**config.mk**
```make
export PLATFORM = sky130hd
export DESIGN_NAME = io_config_register_bank
export DESIGN_NICKNAME = d
export VERILOG_FILES = /design/src/shared/io_config_pkg.sv /design/src/hdl/io_config_register_bank.sv
export SDC_FILE = /design/constraint.sdc
export NUM_CORES = 1
export LEC_CHECK = 0
export BUFFER_PORTS_ARGS = -buffer_cell sky130_fd_sc_hd__buf_4
export CORE_UTILIZATION = 50
export DETAILED_ROUTE_END_ITERATION = 10
export PLACE_DENSITY = 0.8
export SYNTH_ARGS = -nofsm -noshare
export SYNTH_HDL_FRONTEND = slang
export SYNTH_SLANG_ARGS = --single-unit
```
**constraint.sdc**
```tcl
create_clock -name sys_clk -period 2.4 [get_ports sys_clk]
set_input_delay 0.24 -clock sys_clk [delete_from_list [all_inputs] [get_ports sys_clk]]
set_output_delay 0.24 -clock sys_clk [all_outputs]
set_load 0.1 [all_outputs]
```
**src/shared/io_config_pkg.sv**
```systemverilog
/*
  Offsets, field positions and reset values of the I/O configuration register bank.
  Assumes an 8-bit host data bus and a 256-byte register window.
*/
package io_config_pkg;

  // ****************************************************************
  // Geometry
  // ****************************************************************
  localparam int NUM_PORTS = 7;
  localparam int NUM_ADDR_OUT = 3;
  localparam int FIRST_ADDR_OUT_PORT = 4;
  localparam logic [6:0] SLEW_PORT_MASK = 7'h24;

  // ****************************************************************
  // Offsets inside the window, index 0 is port A
  // ****************************************************************
  localparam logic [7:0] OFS_PIN_INPUT [NUM_PORTS] =
    '{8'h00, 8'h01, 8'h10, 8'h11, 8'h30, 8'h40, 8'h41};
  localparam logic [7:0] OFS_OUTPUT_LATCH [NUM_PORTS] =
    '{8'h04, 8'h05, 8'h14, 8'h15, 8'h34, 8'h44, 8'h45};
  localparam logic [7:0] OFS_PIN_DIRECTION [NUM_PORTS] =
    '{8'h06, 8'h07, 8'h16, 8'h17, 8'h36, 8'h46, 8'h47};
  localparam logic [7:0] OFS_DRIVER_TYPE [NUM_PORTS] =
    '{8'h08, 8'h09, 8'h18, 8'h19, 8'h38, 8'h48, 8'h49};
  localparam logic [7:0] OFS_ADDR_OUT_SELECT [NUM_ADDR_OUT] = '{8'h32, 8'h42, 8'h43};
  localparam logic [7:0] OFS_POWER_CONTROL_0 = 8'hb0;
  localparam logic [7:0] OFS_POWER_CONTROL_2 = 8'hb4;
  localparam logic [7:0] OFS_MAIN_LOCK       = 8'hc0;
  localparam logic [7:0] OFS_SECONDARY_LOCK  = 8'hc2;
  localparam logic [7:0] OFS_PAGE_SELECT     = 8'he0;
  localparam logic [7:0] OFS_MEMORY_MAP      = 8'he2;
  localparam logic [7:0] OFS_SIZE_INFO_0     = 8'hf0;
  localparam logic [7:0] OFS_SIZE_INFO_1     = 8'hf1;

  // ****************************************************************
  // Field positions and writable masks
  // ****************************************************************
  localparam int PC0_AUTO_POWER_DOWN = 1;
  localparam int PC0_TURBO_OFF       = 3;
  localparam int PC0_ARRAY_CLK_OFF   = 4;
  localparam int PC0_MCELL_CLK_OFF   = 5;
  localparam int PC2_ADDR_LOW_OFF    = 0;
  localparam int PC2_INPUT_OFF_LSB   = 2;
  localparam int SEC_SECURITY_BIT    = 7;
  localparam logic [7:0] PC0_MASK = 8'h3a;
  localparam logic [7:0] PC2_MASK = 8'h7d;
  localparam logic [7:0] MAP_MASK = 8'h1f;

  // ****************************************************************
  // Reset values
  // ****************************************************************
  localparam logic [7:0] RST_PORT_REG   = 8'h00;
  localparam logic [7:0] RST_POWER      = 8'h00;
  localparam logic [7:0] RST_PAGE       = 8'h00;
  localparam logic [7:0] RST_MEMORY_MAP = 8'h00;
  localparam logic [7:0] SIZE_INFO_0    = 8'h00;
  localparam logic [7:0] SIZE_INFO_1    = 8'h00;

endpackage : io_config_pkg

```
**src/hdl/io_config_register_bank.sv**
```systemverilog
/*
  Byte-wide control and status register bank for seven 8-bit I/O ports,
  power control, page and memory mapping.
  Assumes host strobes and pins are synchronous to sys_clk.
*/
// Behaviour
// - Registers decode at fixed offsets within a 256-byte window at a user base.
// - Pin input registers are read-only and return the current pin levels.
// - Output latch stores host byte; bit n drives pin n when output.
// - Direction bit 0 makes pin input (reset value), 1 makes it output.
// - Ports E, F, G address-out select: 0 keeps I/O, 1 outputs latched address.
// - Ports A, B, D, E, G driver bit: 0 push-pull, 1 open-drain.
// - Ports C, F driver bit: 0 push-pull, 1 fast slew rate.
// - Main lock register read-only, bit i set when main sector i is protected.
// - Secondary lock bits 3..0 read set when that secondary sector is protected.
// - Secondary lock bit 7 shows security lock; bits 6..4 read zero.
// - Page register feeds its value to logic; resets to 00.
// - Power control 0: bit1 auto power down, bit3 turbo off, bits4,5 clock off.
// - Power control 2 bits 2..6 disconnect control, latch and high-write inputs.
module io_config_register_bank
  import io_config_pkg::*;
(
  input  wire logic                                 sys_clk,
  input  wire logic                                 arst_n,
  input  wire logic [7:0]                           window_base,
  input  wire logic [15:0]                          host_addr,
  input  wire logic                                 host_wr,
  input  wire logic                                 host_rd,
  input  wire logic [7:0]                           host_wdata,
  output logic      [7:0]                           host_rdata,
  input  wire logic [io_config_pkg::NUM_PORTS-1:0][7:0]    pin_in,
  input  wire logic [io_config_pkg::NUM_ADDR_OUT-1:0][7:0] latched_addr,
  output logic      [io_config_pkg::NUM_PORTS-1:0][7:0]    pin_out,
  output logic      [io_config_pkg::NUM_PORTS-1:0][7:0]    pin_oe,
  output logic      [io_config_pkg::NUM_PORTS-1:0][7:0]    fast_slew,
  input  wire logic [7:0]                           main_sector_prot,
  input  wire logic [3:0]                           secondary_sector_prot,
  input  wire logic                                 security_set,
  output logic      [7:0]                           page_out,
  output logic      [7:0]                           power_control_0,
  output logic      [7:0]                           power_control_2,
  output logic      [4:0]                           memory_space_map
);
  import io_config_pkg::*;

  // ****************************************************************
  // Window decode
  // ****************************************************************
  logic [NUM_PORTS-1:0][7:0]    output_latch;
  logic [NUM_PORTS-1:0][7:0]    pin_direction;
  logic [NUM_PORTS-1:0][7:0]    driver_type;
  logic [NUM_ADDR_OUT-1:0][7:0] addr_out_select;
  logic [NUM_PORTS-1:0]         hit_in;
  logic [NUM_PORTS-1:0]         hit_out;
  logic [NUM_PORTS-1:0]         hit_dir;
  logic [NUM_PORTS-1:0]         hit_drv;
  logic [NUM_ADDR_OUT-1:0]      hit_sel;
  logic [7:0]                   next_rdata;
  logic [NUM_PORTS-1:0][7:0]    next_pin_out;
  logic [NUM_PORTS-1:0][7:0]    next_pin_oe;
  logic [NUM_PORTS-1:0][7:0]    next_fast_slew;
  logic [7:0]                   ofs;
  logic                         in_window;
  logic                         wr_en;

  assign in_window = host_addr[15:8] == window_base;
  assign ofs       = host_addr[7:0];
  assign wr_en     = host_wr && in_window;

  function automatic logic [7:0] drive_byte(input logic [7:0] sel, input logic [7:0] a,
                                            input logic [7:0] b);
    drive_byte = (sel & a) | (~sel & b);
  endfunction : drive_byte

  for (genvar p = 0; p < NUM_PORTS; p++) begin : g_port
    logic [7:0] src;
    logic [7:0] sel;
    logic [7:0] od;
    assign hit_in[p]  = ofs == OFS_PIN_INPUT[p];
    assign hit_out[p] = ofs == OFS_OUTPUT_LATCH[p];
    assign hit_dir[p] = ofs == OFS_PIN_DIRECTION[p];
    assign hit_drv[p] = ofs == OFS_DRIVER_TYPE[p];
    if (p >= FIRST_ADDR_OUT_PORT) begin : g_addr
      assign sel = addr_out_select[p-FIRST_ADDR_OUT_PORT];
      assign src = drive_byte(sel, latched_addr[p-FIRST_ADDR_OUT_PORT],
                              output_latch[p]);
    end else begin : g_plain
      assign sel = 8'h00;
      assign src = output_latch[p];
    end
    // Driver byte means fast slew on ports C and F, open drain elsewhere.
    assign od = SLEW_PORT_MASK[p] ? 8'h00 : driver_type[p];
    assign next_fast_slew[p] = SLEW_PORT_MASK[p] ? driver_type[p] : 8'h00;
    assign next_pin_out[p]   = src;
    // An open-drain pin only drives while its value is low.
    assign next_pin_oe[p]    = (pin_direction[p] | sel) & ~(od & src);
  end

  for (genvar s = 0; s < NUM_ADDR_OUT; s++) begin : g_sel_hit
    assign hit_sel[s] = ofs == OFS_ADDR_OUT_SELECT[s];
  end

  // ****************************************************************
  // Read multiplexer
  // ****************************************************************
  always_comb begin
    next_rdata = 8'h00;
    for (int p = 0; p < NUM_PORTS; p++) begin
      if (hit_in[p]) begin
        next_rdata = pin_in[p];
      end else if (hit_out[p]) begin
        next_rdata = output_latch[p];
      end else if (hit_dir[p]) begin
        next_rdata = pin_direction[p];
      end else if (hit_drv[p]) begin
        next_rdata = driver_type[p];
      end
    end
    for (int s = 0; s < NUM_ADDR_OUT; s++) begin
      if (hit_sel[s]) begin
        next_rdata = addr_out_select[s];
      end
    end
    if (ofs == OFS_POWER_CONTROL_0) begin
      next_rdata = power_control_0;
    end else if (ofs == OFS_POWER_CONTROL_2) begin
      next_rdata = power_control_2;
    end else if (ofs == OFS_MAIN_LOCK) begin
      next_rdata = main_sector_prot;
    end else if (ofs == OFS_SECONDARY_LOCK) begin
      next_rdata = {security_set, 3'b000, secondary_sector_prot};
    end else if (ofs == OFS_PAGE_SELECT) begin
      next_rdata = page_out;
    end else if (ofs == OFS_MEMORY_MAP) begin
      next_rdata = {3'b000, memory_space_map};
    end else if (ofs == OFS_SIZE_INFO_0) begin
      next_rdata = SIZE_INFO_0;
    end else if (ofs == OFS_SIZE_INFO_1) begin
      next_rdata = SIZE_INFO_1;
    end
    if (!in_window) begin
      next_rdata = 8'h00;
    end
  end

  // ****************************************************************
  // Registers
  // ****************************************************************
  // Read data holds its last value between reads so a slow host can sample late.
  always_ff @(posedge sys_clk or negedge arst_n) begin
    if (!arst_n) begin
      host_rdata <= 8'h00;
    end else if (host_rd) begin
      host_rdata <= next_rdata;
    end
  end

  always_ff @(posedge sys_clk or negedge arst_n) begin
    if (!arst_n) begin
      output_latch  <= {NUM_PORTS{RST_PORT_REG}};
      pin_direction <= {NUM_PORTS{RST_PORT_REG}};
      driver_type   <= {NUM_PORTS{RST_PORT_REG}};
    end else if (wr_en) begin
      for (int p = 0; p < NUM_PORTS; p++) begin
        if (hit_out[p]) begin
          output_latch[p] <= host_wdata;
        end
        if (hit_dir[p]) begin
          pin_direction[p] <= host_wdata;
        end
        if (hit_drv[p]) begin
          driver_type[p] <= host_wdata;
        end
      end
    end
  end

  always_ff @(posedge sys_clk or negedge arst_n) begin
    if (!arst_n) begin
      addr_out_select <= {NUM_ADDR_OUT{RST_PORT_REG}};
    end else if (wr_en) begin
      for (int s = 0; s < NUM_ADDR_OUT; s++) begin
        if (hit_sel[s]) begin
          addr_out_select[s] <= host_wdata;
        end
      end
    end
  end

  // Lock and size registers have no write path, so writes to them vanish.
  always_ff @(posedge sys_clk or negedge arst_n) begin
    if (!arst_n) begin
      power_control_0  <= RST_POWER;
      power_control_2  <= RST_POWER;
      page_out         <= RST_PAGE;
      memory_space_map <= RST_MEMORY_MAP[4:0];
    end else if (wr_en) begin
      if (ofs == OFS_POWER_CONTROL_0) begin
        power_control_0 <= host_wdata & PC0_MASK;
      end
      if (ofs == OFS_POWER_CONTROL_2) begin
        power_control_2 <= host_wdata & PC2_MASK;
      end
      if (ofs == OFS_PAGE_SELECT) begin
        page_out <= host_wdata;
      end
      if (ofs == OFS_MEMORY_MAP) begin
        memory_space_map <= host_wdata[4:0] & MAP_MASK[4:0];
      end
    end
  end

  // Pins follow the configuration one cycle later, keeping every output a flop.
  always_ff @(posedge sys_clk or negedge arst_n) begin
    if (!arst_n) begin
      pin_out   <= '0;
      pin_oe    <= '0;
      fast_slew <= '0;
    end else begin
      pin_out   <= next_pin_out;
      pin_oe    <= next_pin_oe;
      fast_slew <= next_fast_slew;
    end
  end

  // ****************************************************************
  // Assertions per port and per address-out select
  // ****************************************************************
  // One copy per port, so that a decode slip on one offset shows by its index.
  for (genvar p = 0; p < NUM_PORTS; p++) begin : g_port_check

  end

  for (genvar s = 0; s < NUM_ADDR_OUT; s++) begin : g_sel_check

  end
endmodule : io_config_register_bank

```
==> metrics.md <==
| Metric | Value |
|---|---|
| Total GRT Usage | between 30% and 40% |
| Slowest CP cell | or4b_1 |
| Worst Tran Pin Value | ~700 ps |
| Synth Flop Type | dfrtp_1 |
| YS warnings | 0 |
| Outcome | completed |
| CP arrival | roughly 2700 ps |
| Synth area leaders | dfrtp_1, mux2_2, buf_4 |
| P_leak | 0.0105 uW |
| Cells after Synth | approximately 1300 |
| Num ports | ~330 |
| Wire per inst | 26.9 um |
| Fillers | about 2400 |
| Total clock sinks | ~350 |
| Critical-path cell list | buf_4, or4b_1, o221ai_1, o32a_1, o21ai_1, a211o_1, a211oi_1, o31ai_1 |
| DR vias | roughly 13000 |
| Met1 Use GR | approximately 49% |
| Synthesized area per cell | roughly 12 sq um |
| CP Capture Type | register |
| Post-synth top area share | between 50% and 60% |
| Distinct cells, synth | 83 |
| Slew Limit Fails | 0 |
| Max cap viols | 0 |
| Grt total ovfl | 0 |
| Relative slew slack | around half |
| Yosys reg bits | 351 |
| Layout Cells excl Fill | approximately 2200 |
| CP bufs+invs | 1 |
| Routed WL | 58500 um |
| RSZ-0062 raised after global routing | no |
| GRT met2 Usage | around 56% |
| Ys async rst share | 100% |
| Family with the most delay on the worst path | compound AO/OA/AOI/OAI gates |
| First-pass DRT Iterations | 6 |
| ANT cells | 0 |
| Hold Vio Cnt, Final | 0 |
| Post-Place Cells | approximately 2100 |
| CTS buffer count | 36 |
| Pin count of the biggest net entering global routing | 77 |
| Initial DRC count | roughly 1300 |
| Fin crit share | between 90 and 100% |
| CP Max Fanout | 28 |
| Initial Utilization | between 50% and 60% |
| Hpwl dp | 42600 um |
| H-tree levels | 2 |
| Number of synthesized flops with an enable pin | 0 |
| CP Data Required Time | about 2800 ps |
| Worst skew pair latency | about 530 ps |
| Register area share after synthesis | a little over half |
| Vias in the first global route | 13800 |
| Synth area leader | dfrtp_1 |
| Core box area | 0.0316 sq mm |
| Critical path's largest stage delay | ~670 ps |
| Layout cells sized above 1 | about 44% |
| Die area | between 0.03 and 0.04 sq mm |
| CTS tree | done |
| Nets@finish | ~1900 |
| Post-route minimum period | around 2400 ps |
| Cell area after synthesis | 0.0160 sq mm |
| Worst-path clk slew | 60 ps |
| Routability cong. | roughly 0.97 |
| Post-CTS Setup Bufs | 0 |
| Hold_ws | between 20 and 30 ps |
| Sum Neg Setup Slack | 0 ps |
| Most frequent cells after synthesis | dfrtp_1, mux2_2, nand2_1 |
| CP startpoint kind | input pin |
| Antenna violations before repair | 1 |
| Syn-to-layout area delta | 30.7% |
| Vias/cell | 6.20 |
| Row cnt | 65 |
| Die X | between 150 and 200 um |
| Die H | 181 um |
| DRC errors left | 0 |
| CTS Root Cell | clkbuf_16 |
| Design Power | ~13000 uW |
| Top-count cell post-synth | dfrtp_1 |
| M3 GR Usage | just over 6% |
| PwrDens | about 600 mW/mm^2 |
| Global route hottest layer | met2 |
| WS Path Type | in -> reg |
| Peak supply drop | ~520 uV |
| Max Freq | 425 MHz |
| Port bufs | about 290 |
| Post-route ant nets | 0 |
| Skew final | roughly 24 ps |
| Hold Path Class | in -> reg |
| First-pass GRT wire length | just under 90000 um |
| Clock buffer depth | 3 |
| Setup violations, final | 0 |
[layout by cell type, fill, tap and decap left out, drive strengths merged, types with 15 or more instances in the layout]
cell type	count
a21boi	25
o221ai	20
a221oi	20
a21oi	71
buf	457
clkbuf	55
inv	16
o21ai	43
a22oi	22
conb	46
nand2	74
dfrtp	351
dlygate4sd3	22
nor2	69
mux2	240
o211ai	15
[cell type report]
cell class / count / area (sq um) / area share [%]
clock buffer: 55 / 1100 / 5.28
clock inverter: 7 / 51.3 / 0.245
sequential: 351 / 8780 / 42.0
tap: 402 / 503 / 2.40
timing repair buffer: 479 / 3760 / 18.0
multi-input combinational: 866 / 6670 / 31.9
inverter: 16 / 60.1 / 0.287
[report_power, final]
| group | switching, uW | internal (uW) | total, uW | leakage (uW) |
|---|---|---|---|---|
| logic | 851 | 345 | 1200 | 0.00505 |
| registers | 2.79 | 5920 | 5920 | 0.00491 |
| clock network | 2330 | 3180 | 5510 | 0.000565 |
| total | 3180 | 9440 | 12600 | 0.0105 |
[worst reg2reg max path: cells and delay by family (launching register included)]
family	cells	cell delay, ps
compound gates	6	1530
flops	1	380
buf+inv	2	280
[what timing repair did]
item / in CTS / in global routing
resized for setup: 0 / 2
endpoints found under the setup margin: 0 / 2
hold buffers: 22 / 0
hold endpoints to repair: 90 / 0
[path summary, 6_finish.rpt]
check                                start            end  slack [ps]  depth (start not counted)
setup / recovery              host_addr[2]  host_rdata[4]          50                          8
hold / removal             latched_addr[5]    pin_out[37]          30                          2
setup reg to reg           g_port[1].od[0]  host_rdata[0]         160                          8
hold reg to reg            next_pin_oe[18]     pin_oe[18]         420                          0
max in group asynchronous           arst_n    pin_out[16]        1240                          3
min in group asynchronous           arst_n     pin_out[9]         300                          2
[through the flow]
step,util [%],worst slack (ps),area [sq um]
after detailed placement,61.9,-375,19500
after CTS,66.3,100,20900
after floorplan,-,107,16200
final,66.3,49.2,20900
after global placement,61.9,-336,19500
after global routing,66.3,7.97,20900
[layer usage]
layer	part of all wire, %	vias to the layer above
met5	0.022	-
li1	-	5679
met2	46	821
met1	41	6827
met3	8.2	161
met4	4.4	2
[registers in the layout, summed over array words and instances (netlist names)]
signal and cells:
pin_oe 56, pin_out 56, pin_direction 48, g_port.od 40, g_port.src 32, g_port.sel 24, output_latch 24, driver_type 16
fast_slew 16, host_rdata 8, next_pin_oe 8, page_out 8, power_control_2 6, memory_space_map 5, power_control_0 4
[kinds of logic after synthesis]
kind of cell / synth area share [%]
other: 0.0234
AOI/OAI and AO/OA: 14.0
DFF: 54.9
muxes: 16.9
xor gates and xnor gates: 0.438
buffers and inverters: 4.73
and+or+nand+nor: 9.10
Power figures use the tool's default switching activity.
